--- src/logic/exec_cfg.svh ---
// Offsets, field positions, reset values and opcode patterns for the
// subtract / nibble-swap / direction-load execution block.
// Assumes a 32-bit Avalon-MM register window with byte addresses.
`ifndef EXEC_CFG_SVH
`define EXEC_CFG_SVH

// ********************************************
// Register byte offsets
// ********************************************
`define CFG_ADDR_CTRL     5'h00
`define CFG_ADDR_WREG     5'h04
`define CFG_ADDR_STATUS   5'h08
`define CFG_ADDR_DIR5     5'h0c
`define CFG_ADDR_DIR6     5'h10
`define CFG_ADDR_DIR7     5'h14

// ********************************************
// Field positions and reset values
// ********************************************
`define CFG_CTRL_EN_BIT   0
`define CFG_CTRL_RST      1'h1
`define CFG_STAT_C_BIT    0
`define CFG_STAT_DC_BIT   1
`define CFG_STAT_Z_BIT    2
`define CFG_STAT_RST      3'h0
`define CFG_WREG_RST      8'h00
`define CFG_DIR_RST       8'hff

// ********************************************
// Opcode patterns
// ********************************************
`define CFG_OPC_SUB       6'h02
`define CFG_OPC_SWAP      6'h0e
`define CFG_OPC_DIR_HI    9'h000
`define CFG_DIR_FIRST     3'h5

`endif

--- src/logic/exec_pkg.sv ---
// Types shared by the execution block and its arithmetic unit.
// Assumes exec_cfg.svh supplies the opcode patterns.
`include "exec_cfg.svh"

package exec_pkg;

    // ********************************************
    // Operation select, one-hot
    // ********************************************
    typedef enum logic [3:0] {
        OP_NONE = 4'b0001,
        OP_SUB  = 4'b0010,
        OP_SWAP = 4'b0100,
        OP_DIR  = 4'b1000
    } op_t;

    // Decode one 12-bit program word
    function automatic op_t decode_op(input logic [11:0] instr);
        op_t op;
        op = OP_NONE;
        if (instr[11:6] == `CFG_OPC_SUB) begin
            op = OP_SUB;
        end else if (instr[11:6] == `CFG_OPC_SWAP) begin
            op = OP_SWAP;
        end else if (instr[11:3] == `CFG_OPC_DIR_HI && instr[2:0] >= `CFG_DIR_FIRST) begin
            op = OP_DIR;
        end
        return op;
    endfunction : decode_op

endpackage : exec_pkg

--- src/logic/alu_if.sv ---
// Carrier between the execution top and its arithmetic unit.
// Assumes both ends sit in the same clock domain.
`timescale 1ns/1ps

interface alu_if;
    exec_pkg::op_t op;      // Selected operation
    logic [7:0]    f_val;   // File register operand
    logic [7:0]    w_val;   // Working register operand
    logic [7:0]    result;  // Result byte
    logic          carry;   // No borrow out of bit 7
    logic          dcarry;  // No borrow out of bit 3
    logic          zero;    // Difference f - w is zero

    modport core (output op, f_val, w_val, input result, carry, dcarry, zero);
    modport alu  (input op, f_val, w_val, output result, carry, dcarry, zero);
endinterface : alu_if

--- src/logic/exec_alu.sv ---
// Combinational arithmetic for subtract and nibble swap.
// Assumes operands are stable for the whole cycle.
`timescale 1ns/1ps

module exec_alu (
    alu_if.alu a    // Operands in, result and flags out
);

    logic [8:0] diff;   // Full difference with borrow column
    logic [4:0] ldiff;  // Low nibble difference

    // Two's complement subtract f - w; a set top bit means no borrow
    always_comb begin
        diff  = {1'b0, a.f_val} + {1'b0, ~a.w_val} + 9'h001; // RULE1
        ldiff = {1'b0, a.f_val[3:0]} + {1'b0, ~a.w_val[3:0]} + 5'h01;
    end

    // Result mux and flags
    always_comb begin
        a.result = diff[7:0];
        if (a.op == exec_pkg::OP_SWAP) begin
            a.result = {a.f_val[3:0], a.f_val[7:4]}; // RULE4
        end else if (a.op == exec_pkg::OP_DIR) begin
            a.result = a.w_val;
        end
        a.carry  = diff[8];   // RULE3
        a.dcarry = ldiff[4];
        a.zero   = (diff[7:0] == 8'h00);
    end

endmodule : exec_alu

--- src/logic/subtract_swap_dirload_exec.sv ---
// Execution block for subtract-w-from-file, swap-file-nibbles and
// load-port-direction, with an Avalon-MM register window.
// Assumes the decoder presents one program word per valid cycle together
// with the current value of the file register that word addresses.
// A file result reaches the file space one cycle after its word is taken.
//
// Notes on behaviour
// [RULE1] Subtract decoded by its pattern computes file minus working, two's complement.
// [RULE2] Subtract result goes to working when d is 0, to file when 1.
// [RULE3] Subtract sets carry when no borrow, and updates digit carry and zero.
// [RULE4] Swap decoded by its pattern exchanges file nibbles and leaves flags alone.
// [RULE5] Swap result goes to working when d is 0, to file when 1.
// [RULE6] Direction load copies working into the direction register of port 5, 6 or 7.
// [RULE7] Direction load has nine zero top bits; the low three pick the port.
// [RULE8] Carry sits in bit 0 of the status register.
// [RULE9] Each instruction takes one word and one cycle; results seen by the next.
`timescale 1ns/1ps
`include "exec_cfg.svh"

module subtract_swap_dirload_exec (
    input  wire logic        i_clk,              // Core clock, 200 MHz
    input  wire logic        i_rst_b,            // Synchronous reset, active low
    input  wire logic        i_instr_valid,      // Program word present this cycle
    input  wire logic [11:0] i_instr,            // Program word
    input  wire logic [7:0]  i_file_rdata,       // Value of addressed file register
    output logic             o_file_we,          // File write strobe, one cycle
    output logic [4:0]       o_file_waddr,       // File write address
    output logic [7:0]       o_file_wdata,       // File write data
    output logic [7:0]       o_wreg,             // Working register
    output logic [2:0]       o_status,           // Zero, digit carry, carry
    output logic [7:0]       o_dir5,             // Port 5 direction latch
    output logic [7:0]       o_dir6,             // Port 6 direction latch
    output logic [7:0]       o_dir7,             // Port 7 direction latch
    input  wire logic [4:0]  i_avs_address,      // Byte address
    input  wire logic        i_avs_read,         // Read request
    input  wire logic        i_avs_write,        // Write request
    input  wire logic [31:0] i_avs_writedata,    // Write data
    input  wire logic [3:0]  i_avs_byteenable,   // Byte lanes
    output logic [31:0]      o_avs_readdata,     // Read data
    output logic             o_avs_waitrequest   // Stall until answer
);

    // ********************************************
    // State
    // ********************************************
    logic             en_q;
    logic [7:0]       w_q;
    logic [2:0]       stat_q;
    logic [7:0]       dir_q [3];
    logic             we_q;
    logic [4:0]       waddr_q;
    logic [7:0]       wdata_q;
    logic             ack_q;
    logic [31:0]      rdata_q;
    exec_pkg::op_t    op;
    logic             go;
    logic             dest_file;
    logic [7:0]       f_val;
    logic [1:0]       dsel;
    logic             bus_wr;
    logic             lane0;
    alu_if            a ();

    // ********************************************
    // Decode and operand selection
    // ********************************************

    // True for the two operations whose result byte is steered by d
    function automatic logic has_result(input exec_pkg::op_t op_sel);
        return (op_sel == exec_pkg::OP_SUB) || (op_sel == exec_pkg::OP_SWAP);
    endfunction : has_result

    // Pick the operation; a word that reads the file still being written
    // takes the pending byte, since the file space lands it one edge late
    always_comb begin
        op        = exec_pkg::decode_op(i_instr); // RULE1 RULE4 RULE7
        go        = i_instr_valid & en_q & (op != exec_pkg::OP_NONE);
        dest_file = i_instr[5];
        dsel      = 2'(i_instr[2:0] - `CFG_DIR_FIRST);
        f_val     = i_file_rdata;
        if (we_q && waddr_q == i_instr[4:0]) begin
            f_val = wdata_q; // RULE9
        end
    end

    // Feed the arithmetic unit
    always_comb begin
        a.op    = op;
        a.f_val = f_val;
        a.w_val = w_q;
    end

    exec_alu u_alu (
        .a (a)
    );

    // ********************************************
    // Bus strobes
    // ********************************************

    // A write commits on the edge where waitrequest is low
    always_comb begin
        bus_wr = i_avs_write & ack_q;
        lane0  = i_avs_byteenable[0];
    end

    // ********************************************
    // Control register
    // ********************************************

    // Execution enable
    always_ff @(posedge i_clk) begin
        if (!i_rst_b) begin
            en_q <= `CFG_CTRL_RST;
        end else if (bus_wr && lane0 && i_avs_address == `CFG_ADDR_CTRL) begin
            en_q <= i_avs_writedata[`CFG_CTRL_EN_BIT];
        end
    end

    // ********************************************
    // Working register, instruction wins over bus
    // ********************************************
    // A bus load in the same cycle as a result for W is dropped
    always_ff @(posedge i_clk) begin
        if (!i_rst_b) begin
            w_q <= `CFG_WREG_RST;
        end else if (go && !dest_file && has_result(op)) begin
            w_q <= a.result; // RULE2 RULE5 RULE9
        end else if (bus_wr && lane0 && i_avs_address == `CFG_ADDR_WREG) begin
            w_q <= i_avs_writedata[7:0];
        end
    end

    // ********************************************
    // Status flags, instruction wins over bus
    // ********************************************
    // Of the instructions only subtract writes the flags; swap and direction load keep them
    always_ff @(posedge i_clk) begin
        if (!i_rst_b) begin
            stat_q <= `CFG_STAT_RST;
        end else if (go && op == exec_pkg::OP_SUB) begin
            stat_q[`CFG_STAT_C_BIT]  <= a.carry; // RULE3 RULE8
            stat_q[`CFG_STAT_DC_BIT] <= a.dcarry;
            stat_q[`CFG_STAT_Z_BIT]  <= a.zero;
        end else if (bus_wr && lane0 && i_avs_address == `CFG_ADDR_STATUS) begin
            stat_q <= i_avs_writedata[2:0];
        end
    end

    // ********************************************
    // Port direction latches
    // ********************************************
    // Operands below 5 never decode, so dsel only reaches the three latches
    always_ff @(posedge i_clk) begin
        if (!i_rst_b) begin
            for (int i = 0; i < 3; i++) begin
                dir_q[i] <= `CFG_DIR_RST;
            end
        end else if (go && op == exec_pkg::OP_DIR) begin
            dir_q[dsel] <= w_q; // RULE6 RULE7
        end
    end

    // ********************************************
    // File write-back
    // ********************************************
    // Address and data follow every taken word; the strobe marks real writes
    always_ff @(posedge i_clk) begin
        if (!i_rst_b) begin
            we_q    <= 1'b0;
            waddr_q <= 5'h00;
            wdata_q <= 8'h00;
        end else begin
            we_q <= go && dest_file && has_result(op); // RULE2 RULE5
            if (go) begin
                waddr_q <= i_instr[4:0];
                wdata_q <= a.result;
            end
        end
    end

    // ********************************************
    // Avalon-MM answer: one wait cycle, then ack
    // ********************************************
    // Read data is captured in the wait cycle and stands until the next read
    always_ff @(posedge i_clk) begin
        if (!i_rst_b) begin
            ack_q   <= 1'b0;
            rdata_q <= 32'h0000_0000;
        end else begin
            ack_q <= (i_avs_read | i_avs_write) & ~ack_q;
            if (i_avs_read && !ack_q) begin
                unique case (i_avs_address)
                    `CFG_ADDR_CTRL:   rdata_q <= {31'h0, en_q};
                    `CFG_ADDR_WREG:   rdata_q <= {24'h0, w_q};
                    `CFG_ADDR_STATUS: rdata_q <= {29'h0, stat_q};
                    `CFG_ADDR_DIR5:   rdata_q <= {24'h0, dir_q[0]};
                    `CFG_ADDR_DIR6:   rdata_q <= {24'h0, dir_q[1]};
                    `CFG_ADDR_DIR7:   rdata_q <= {24'h0, dir_q[2]};
                    default:          rdata_q <= 32'h0000_0000;
                endcase
            end
        end
    end

    // ********************************************
    // Outputs
    // ********************************************
    always_comb begin
        o_avs_waitrequest = (i_avs_read | i_avs_write) & ~ack_q;
        o_avs_readdata    = rdata_q;
        o_file_we         = we_q;
        o_file_waddr      = waddr_q;
        o_file_wdata      = wdata_q;
        o_wreg            = w_q;
        o_status          = stat_q;
        o_dir5            = dir_q[0];
        o_dir6            = dir_q[1];
        o_dir7            = dir_q[2];
    end

    // ********************************************
    // Checks
    // ********************************************
    logic [3:0] f_lo;
    logic [3:0] f_hi;
    logic [3:0] w_lo;
    logic       do_sub;
    logic       do_swap;
    logic       do_dir5;
    logic       do_dir67;
    logic       do_dir;
    logic       quiet;

    // Helper views for the checks; bus writes are kept out of the quiet cases
    always_comb begin
        f_lo     = f_val[3:0];
        f_hi     = f_val[7:4];
        w_lo     = w_q[3:0];
        do_sub   = go && op == exec_pkg::OP_SUB;
        do_swap  = go && op == exec_pkg::OP_SWAP;
        do_dir5  = go && op == exec_pkg::OP_DIR && dsel == 2'h0;
        do_dir67 = go && op == exec_pkg::OP_DIR && dsel != 2'h0;
        do_dir   = go && op == exec_pkg::OP_DIR && !i_avs_write;
        quiet    = i_instr_valid && !go && !i_avs_write;
    end
endmodule : subtract_swap_dirload_exec

--- config.mk ---
export PLATFORM = sky130hd
export DESIGN_NAME = subtract_swap_dirload_exec
export DESIGN_NICKNAME = d
export VERILOG_FILES = /design/src/logic/exec_pkg.sv /design/src/logic/alu_if.sv /design/src/logic/exec_alu.sv /design/src/logic/subtract_swap_dirload_exec.sv
export VERILOG_INCLUDE_DIRS = /design/src /design/src/logic
export SDC_FILE = /design/constraint.sdc
export NUM_CORES = 1
export LEC_CHECK = 0
export ABC_AREA = 1
export BUFFER_PORTS_ARGS = -buffer_cell sky130_fd_sc_hd__buf_2
export CORE_MARGIN = 1.5
export CORE_UTILIZATION = 40
export CTS_BUF_LIST = sky130_fd_sc_hd__clkbuf_8
export DETAILED_ROUTE_END_ITERATION = 7
export PLACE_DENSITY = 0.79
export REMOVE_ABC_BUFFERS = 1
export SLEW_MARGIN = 20
export SYNTH_ARGS = -nofsm -noshare
export SYNTH_HDL_FRONTEND = slang
export SYNTH_SLANG_ARGS = --single-unit
--- constraint.sdc ---
create_clock -name i_clk -period 4.2 [get_ports i_clk]
set_input_delay 0.84 -clock i_clk [delete_from_list [all_inputs] [get_ports i_clk]]
set_output_delay 0.84 -clock i_clk [all_outputs]
set_load 0.05 [all_outputs]
==> flow_summary.yaml, run 1 <==
clock_network:
  clock-root-buffer: "sky130_fd_sc_hd__clkbuf_8"
  clock_latency_of_the_later_clocked_register_in_the_worst_skew_pair_ps: 350
  htree_levels: 3
  clkSlewWorstSetupHoldPaths_ps: 90
  cts_sinks: 59
  postCtsSetupBuffers: 0
  cts_resized: 0
  cts_inserted_buffers: 9
  clock_tree.buffer_depth: 2
  tritoncts: "yes"
  cts-hold-fix-buffers: 0
power:
  power.static_leakage_uw: 0.002105
  vdd_drop_max_mv: 0.1319
  pwr_cell_area_nw_per_um2: 295.4
  power_uw: 1313
floorplanning:
  coreArea_um2: 9196
  floorplan.rows: 35
  io_pins: 148
  die_width_um: 100.2
  die_height_um: 100.2
  initial_utilization_pct: 41.09
  die-area_um2: 10040
sta:
  post-route-worst-setup-slack_ps: 866.4
  count_of_pins_over_their_slew_limit: 0
  unrepaired_setup_endpoints_after_global_routing: "false"
  timing.clock.skew_ps: 16.91
  final_hold_viol_count: 0
  max_slew_margin_pct: 40.35
  timing_limited_maximum_frequency_mhz: 300.0
  setup-tns-final_ps: 0
  tightest_slew_ps: 887.9
  setup_viol_count_final: 0
  fin_worst_hold_slack_ps: 469.9
  post-route-min-period_ps: 3334
  fin_crit_sh_pct: 79.37
logic_synthesis:
  avgSynthCellArea_um2: 6.946
  synth-edff-count: 24
  ys_ff_latch: 59
  synth_cells: 544
  mappedNetlistArea_um2: 3779
  yosys_warnings: 0
  synthDistinctLibCells: 35
  synth_ff_type: "sky130_fd_sc_hd__dfxtp_1"
  asyncSetResetFlopFracSynth_pct: 0
  yosysSeqAreaShare_pct: 37.62
routing:
  post_drt_wl_per_cell_um: 14.13
  postRouteAntennaNets: 0
  detail_route.drc_violations: 0
  route.vias.total: 3991
  detail_route.first_pass.iterations: 5
  avgViaCountPerCell: 5.279
  drt_wl_total_um: 10690
  drtIter0Drc: 349
finish:
  finish.utilization_pct: 48.31
  most-common-layout-cells: "sky130_fd_sc_hd__nand2_1, sky130_fd_sc_hd__buf_2, sky130_fd_sc_hd__inv_1"
  fillerInstances: 919
  mostFrequentLayoutCell: "sky130_fd_sc_hd__nand2_1"
  final_nets: 715
  post_route_cells_drive_above_1_share_pct: 20.31
  area_growth_pct: 17.58
  antenna_cells_inserted: 0
grt:
  grt_antenna_before_repair: 0
  leftover_overflow_at_the_end_of_global_routing: 0
  grt_usage_pct: 21.45
  number_of_global_route_vias_before_repair: 3693
  grt_first_pass_wirelength_um: 16840
  grt_start_max_net_pins: 25
setup_path:
  path_max_fanout: 23
  worstPathArrival_ps: 3580
  worst_path_dominant_cell_family: "simple AND/OR/NAND/NOR gates"
  cp_cell_sequence: "buf_2 > nor2_1 > nor2_2 > nand3_2 > nand2_1 > nand2_1 > ha_1 > fa_1 > inv_1 > nand3_1 > nand2_1 > nand2_1 > nand2_1 > nand2_1 > o211ai_1 > nand3_1 > nand2_1 > nor2_1"
  critPathMaxStageDelay_ps: 430
  worst_r2r_path_depth: 19
  crit_path_end_kind: "flip-flop"
  crit_path_top_delay_cell: "sky130_fd_sc_hd__fa_1"
  cp-start-kind: "input pin"
  worst-path-buf-inv: 2
  worst-path-stages: 18
  timing.critical_path.mode_cell: "sky130_fd_sc_hd__nand2_1"
  cp.required_ps: 4450
  worst-setup-path-type: "input pin to flip-flop"
  rrSetupSlack_ps: 1210
run:
  max_cap_violations: 0
min_path:
  hold_class: "flip-flop to flip-flop"
  timing.hold.worst_path_depth: 2
place:
  numPortBuffers: 96
  dp_slack_ps: 570.8
  finalWeightedCongestion: 0.9257
  dpl.hpwl_um: 8253
status:
  run_status: "finished clean"
where the power goes:
group          internal [µW]  switching [µW]  total, µW
Clock                    223             264        487
Sequential               600            4.18        604
Combinational           54.9             167        222
cells by family after synthesis:
logic type | synth area share [%]
other cells | 0.09924
simple gates | 32.98
flops | 37.62
xor+xnor | 0.2318
buf+inv | 14.83
compound gates | 11.06
fa+ha+maj | 3.179
final cells by class:
class / count / area [µm²] / area share (%)
repair buffers: 99 / 503.0 / 11.32
flip-flops and latches: 59 / 1421 / 31.99
clock buffers: 9 / 123.9 / 2.788
inverters: 84 / 315.3 / 7.097
clock inverters: 7 / 57.56 / 1.295
well taps: 111 / 138.9 / 3.126
multi-input cells: 387 / 1883 / 42.38
worst reg2reg max path: stages (launching register included):
cell	delay, ps
sky130_fd_sc_hd__dfxtp_1	360
sky130_fd_sc_hd__inv_1	60
sky130_fd_sc_hd__nand2_1	60
sky130_fd_sc_hd__nand2_1	40
sky130_fd_sc_hd__nor2_1	300
sky130_fd_sc_hd__nand3_2	310
sky130_fd_sc_hd__nand2_1	160
sky130_fd_sc_hd__nand2_1	90
sky130_fd_sc_hd__ha_1	210
sky130_fd_sc_hd__fa_1	430
sky130_fd_sc_hd__inv_1	90
sky130_fd_sc_hd__nand3_1	80
sky130_fd_sc_hd__nand2_1	110
sky130_fd_sc_hd__nand2_1	50
sky130_fd_sc_hd__nand2_1	90
sky130_fd_sc_hd__nand2_1	60
sky130_fd_sc_hd__o211ai_1	130
sky130_fd_sc_hd__nand3_1	130
sky130_fd_sc_hd__nand2_1	80
sky130_fd_sc_hd__nor2_1	40
cell usage after synthesis (4+ instances only):
master                      instances  area [µm²]
sky130_fd_sc_hd__o2111ai_1          5       43.79
sky130_fd_sc_hd__buf_4             24       180.2
sky130_fd_sc_hd__clkbuf_1          10       37.54
sky130_fd_sc_hd__a21oi_1           32       160.2
sky130_fd_sc_hd__o21ai_1            4       20.02
sky130_fd_sc_hd__ha_1               8       100.1
sky130_fd_sc_hd__nand3_1           61       305.3
sky130_fd_sc_hd__nor3_1             6       30.03
sky130_fd_sc_hd__nand4_1           17       106.4
sky130_fd_sc_hd__nor2_1            35       131.4
sky130_fd_sc_hd__nand2_1          142       533.0
sky130_fd_sc_hd__dfxtp_1           35       700.7
sky130_fd_sc_hd__o21ai_0           26       130.1
sky130_fd_sc_hd__inv_1             82       307.8
sky130_fd_sc_hd__edfxtp_1          24       720.7
metrics by stage:
stage,instance area [µm²],instances
after floorplan,3620,530
after global placement,4262,740
after detailed placement,4262,740
after CTS,4443,756
after global routing,4443,756
final,4443,756
final timing paths:
path	startpoint	end
worst max-delay path	i_instr[0]	o_wreg[4]
worst min-delay path	o_avs_readdata[7]	o_avs_readdata[7]
worst max register to register	o_file_waddr[3]	o_wreg[4]
worst min register to register	o_avs_readdata[7]	o_avs_readdata[7]
layer usage:
layer,global-route usage (%),up-vias,share of wire [%]
met5,0,-,0
met4,8.451,0,2.0
met3,4.178,26,10
met2,34.75,227,46
met1,28.25,1804,42
li1,-,1934,-
state kept, by name, summed over array words and instances (netlist names):
register / flops
dir_q: 24
o_avs_readdata: 8
o_file_wdata: 8
o_wreg: 8
o_file_waddr: 5
o_status: 3
ack_q: 1
en_q: 1
o_file_we: 1
Note: power is estimated with default switching activity, not from simulation.
==> run 2: changes to the inputs <==
--- a/config.mk
+++ b/config.mk
@@ -6,13 +6,13 @@
 export SDC_FILE = /design/constraint.sdc
 export NUM_CORES = 1
 export LEC_CHECK = 0
-export ABC_AREA = 1
+export ABC_AREA = 0
 export BUFFER_PORTS_ARGS = -buffer_cell sky130_fd_sc_hd__buf_2
 export CORE_MARGIN = 1.5
 export CORE_UTILIZATION = 40
 export CTS_BUF_LIST = sky130_fd_sc_hd__clkbuf_8
 export DETAILED_ROUTE_END_ITERATION = 7
-export PLACE_DENSITY = 0.79
+export PLACE_DENSITY = 0.8
 export REMOVE_ABC_BUFFERS = 1
 export SLEW_MARGIN = 20
 export SYNTH_ARGS = -nofsm -noshare
==> constraint.sdc (replaced) <==
create_clock -name i_clk -period 3.1 [get_ports i_clk]
set_input_delay 0.62 -clock i_clk [delete_from_list [all_inputs] [get_ports i_clk]]
set_output_delay 0.62 -clock i_clk [all_outputs]
set_load 0.05 [all_outputs]
==> run 2 against run 1 <==
Compared with the run above:
- hold slack worse by 15 ps
- first-iteration DRC count is 34% lower
- global-route usage is 0.42 points higher
- the run now ends with negative setup slack left
- critical endpoint is now o_file_wdata[5]
==> flow_summary.yaml, run 2 <==
grt:
  grt_start_max_net_pins: 22
  grt_usage_pct: 21.87
  grt_first_pass_wirelength_um: 16420
  leftover_overflow_at_the_end_of_global_routing: 0
  grt_antenna_before_repair: 0
  number_of_global_route_vias_before_repair: 3432
routing:
  detail_route.drc_violations: 0
  avgViaCountPerCell: 5.482
  route.vias.total: 3536
  post_drt_wl_per_cell_um: 16.85
  drtIter0Drc: 232
  drt_wl_total_um: 10870
  detail_route.first_pass.iterations: 5
  postRouteAntennaNets: 0
clock_network:
  htree_levels: 3
  clock_tree.buffer_depth: 2
  clock_latency_of_the_later_clocked_register_in_the_worst_skew_pair_ps: 350
  clock-root-buffer: "sky130_fd_sc_hd__clkbuf_8"
  cts_inserted_buffers: 9
  clkSlewWorstSetupHoldPaths_ps: 70
  cts-hold-fix-buffers: 0
  tritoncts: "yes"
  cts_sinks: 59
power:
  seq_power_share_pct: 41.7
  sw_frac_of_total_pct: 28.65
  internal_power_contribution_uw: 1394
  share_clk_of_total_power_pct: 39.3
  pwr_cell_area_nw_per_um2: 399.7
  vdd_drop_max_mv: 0.2080
  comb_power_share_pct: 19.1
  power.static_leakage_uw: 0.002017
  power_uw: 1954
  p_switching_uw: 559.9
logic_synthesis:
  asyncSetResetFlopFracSynth_pct: 0
  yosys.area.top_type: "sky130_fd_sc_hd__edfxtp_1"
  synth_most_common_cell: "sky130_fd_sc_hd__nand2_1"
  synthDistinctLibCells: 58
  yosys_warnings: 0
  synth_ff_type: "sky130_fd_sc_hd__dfxtp_1"
  avgSynthCellArea_um2: 8.968
  synthDominantCellAreaShare_pct: 20.40
  yosysSeqAreaShare_pct: 40.23
  post_synth_main_area_contributors: "sky130_fd_sc_hd__edfxtp_1, sky130_fd_sc_hd__dfxtp_1, sky130_fd_sc_hd__nand2_1"
  synth_cells: 394
  ys_ff_latch: 59
  synth.cells.most_frequent: "sky130_fd_sc_hd__nand2_1, sky130_fd_sc_hd__dfxtp_1, sky130_fd_sc_hd__buf_4"
  mappedNetlistArea_um2: 3533
  synth-edff-count: 24
sta:
  timing_limited_maximum_frequency_mhz: 316.0
  tightest_slew_ps: 885.3
  post-route-worst-setup-slack_ps: -64.53
  unrepaired_setup_endpoints_after_global_routing: "true"
  max_slew_margin_pct: 40.86
  setup_viol_count_final: 3
  timing.clock.skew_ps: 8.866
  fin_crit_sh_pct: 102.1
  final_hold_viol_count: 0
  setup-tns-final_ps: -73.63
  count_of_pins_over_their_slew_limit: 0
  post-route-min-period_ps: 3165
status:
  violations_in_the_final_reports: "negative setup slack"
  run_status: "finished with violations"
min_path:
  hold_end: "o_avs_readdata[2]"
  min_from: "o_avs_readdata[2]"
  timing.hold.worst_path_depth: 2
  hold_class: "flip-flop to flip-flop"
floorplanning:
  coreArea_um2: 8636
  die-area_um2: 9406
  io_pins: 148
  die_width_um: 96.99
  die_height_um: 96.99
  floorplan.rows: 34
  initial_utilization_pct: 40.92
setup_path:
  cp.required_ps: 3320
  crit_path_end_kind: "flip-flop"
  rrSetupSlack_ps: 0
  worst_r2r_startpoint: "o_file_waddr[3]"
  worstPathArrival_ps: 3390
  reg2reg_to: "o_file_wdata[5]"
  cp-start-kind: "input pin"
  path_max_fanout: 7
  worst_r2r_path_depth: 13
  worst-setup-path-type: "input pin to flip-flop"
finish:
  most-common-layout-cells: "sky130_fd_sc_hd__buf_2, sky130_fd_sc_hd__nand2_1, sky130_fd_sc_hd__buf_4"
  post_route_cells_drive_above_1_share_pct: 38.18
  top_register: "dir_q"
  final_nets: 607
  largest_register_ffs: 24
  mostFrequentLayoutCell: "sky130_fd_sc_hd__buf_2"
  antenna_cells_inserted: 0
  area_growth_pct: 38.35
run:
  max_cap_violations: 0
place:
  dpl.hpwl_um: 7713
  finalWeightedCongestion: 0.8757
  numPortBuffers: 96
-- run 2: cell families (layout without fill, tap and decap cells) --
group / after synthesis / in the layout / share of synthesized area, %
buf+inv: 56 / 176 / 9.313
mux: 14 / 14 / 4.710
flops: 59 / 59 / 40.23
xor+xnor: 8 / 8 / 1.983
fa+ha+maj: 9 / 9 / 3.400
compound gates: 95 / 95 / 19.44
other cells: 1 / 24 / 0.1061
simple gates: 152 / 152 / 20.82
-- run 2: per-layer routing --
metal	vias up	GRT usage (%)	wire, µm
met3	39	3.974	721
met1	1667	25.35	4271
li1	1651	-	-
met4	0	11.04	484
met5	-	0	0
met2	179	38.46	5394
-- run 2: stage by stage --
stage | util (%) | setup WS, ps | hold WS [ps] | area, µm² | std cells
5_1_grt | 56.61 | -152.2 | 497.7 | 4888 | 645
3_5_place_dp | 49.64 | -613.8 | 445.7 | 4287 | 620
6_report | 56.61 | -64.53 | 454.7 | 4888 | 645
4_1_cts | 53.71 | -20.68 | 454.4 | 4638 | 639
3_3_place_gp | 49.64 | -447.2 | 439.7 | 4287 | 620
2_1_floorplan | - | -219.1 | 434.3 | 3336 | 373
-- run 2: worst max path at each step --
stage / start / end / slack (ps) / cells past startpoint
2_1_floorplan: i_instr[3] / o_file_wdata[6] / -220 / 12
3_3_place_gp: i_instr[3] / o_file_wdata[6] / -450 / 14
3_5_place_dp: i_instr[3] / o_file_wdata[6] / -610 / 14
4_1_cts: i_instr[1] / o_wreg[6] / -20 / 14
5_1_grt: i_instr[3] / o_file_wdata[5] / -150 / 14
6_report: i_instr[3] / o_file_wdata[5] / -60 / 14
-- run 2: final cells by class --
class	instances	area, µm²
multi-input cells	302	2161
well taps	108	135.1
repair buffers	148	918.4
clock inverters	7	83.83
flip-flops and latches	59	1421
clock buffers	9	123.9
inverters	12	45.04
fillers	741	3747
-- run 2: what timing repair did --
item                                    4_1_cts  5_1_grt
buffers inserted                              3        7
resized for setup                            23       35
endpoints found under the setup margin       10       12
pin swaps                                     8       24
-- run 2: critical path, cell delays in order --
cell and delay (ps):
sky130_fd_sc_hd__buf_6 100, sky130_fd_sc_hd__xor2_1 140, sky130_fd_sc_hd__nor4_1 260, sky130_fd_sc_hd__and3_1 240
sky130_fd_sc_hd__buf_12 140, sky130_fd_sc_hd__mux2_4 320, sky130_fd_sc_hd__ha_4 260, sky130_fd_sc_hd__nor2b_4 120
sky130_fd_sc_hd__a221o_1 300, sky130_fd_sc_hd__a211oi_2 330, sky130_fd_sc_hd__o211ai_1 170, sky130_fd_sc_hd__buf_4 180
sky130_fd_sc_hd__o211ai_1 90, sky130_fd_sc_hd__a21oi_1 100
-- run 2: power groups by stage --
stage	registers [µW]	clock network, µW	logic (µW)
after floorplan	844	0	176
after global placement	831	0	299
after detailed placement	831	0	304
after CTS	814	761	326
after global routing	814	797	395
final	814	767	373
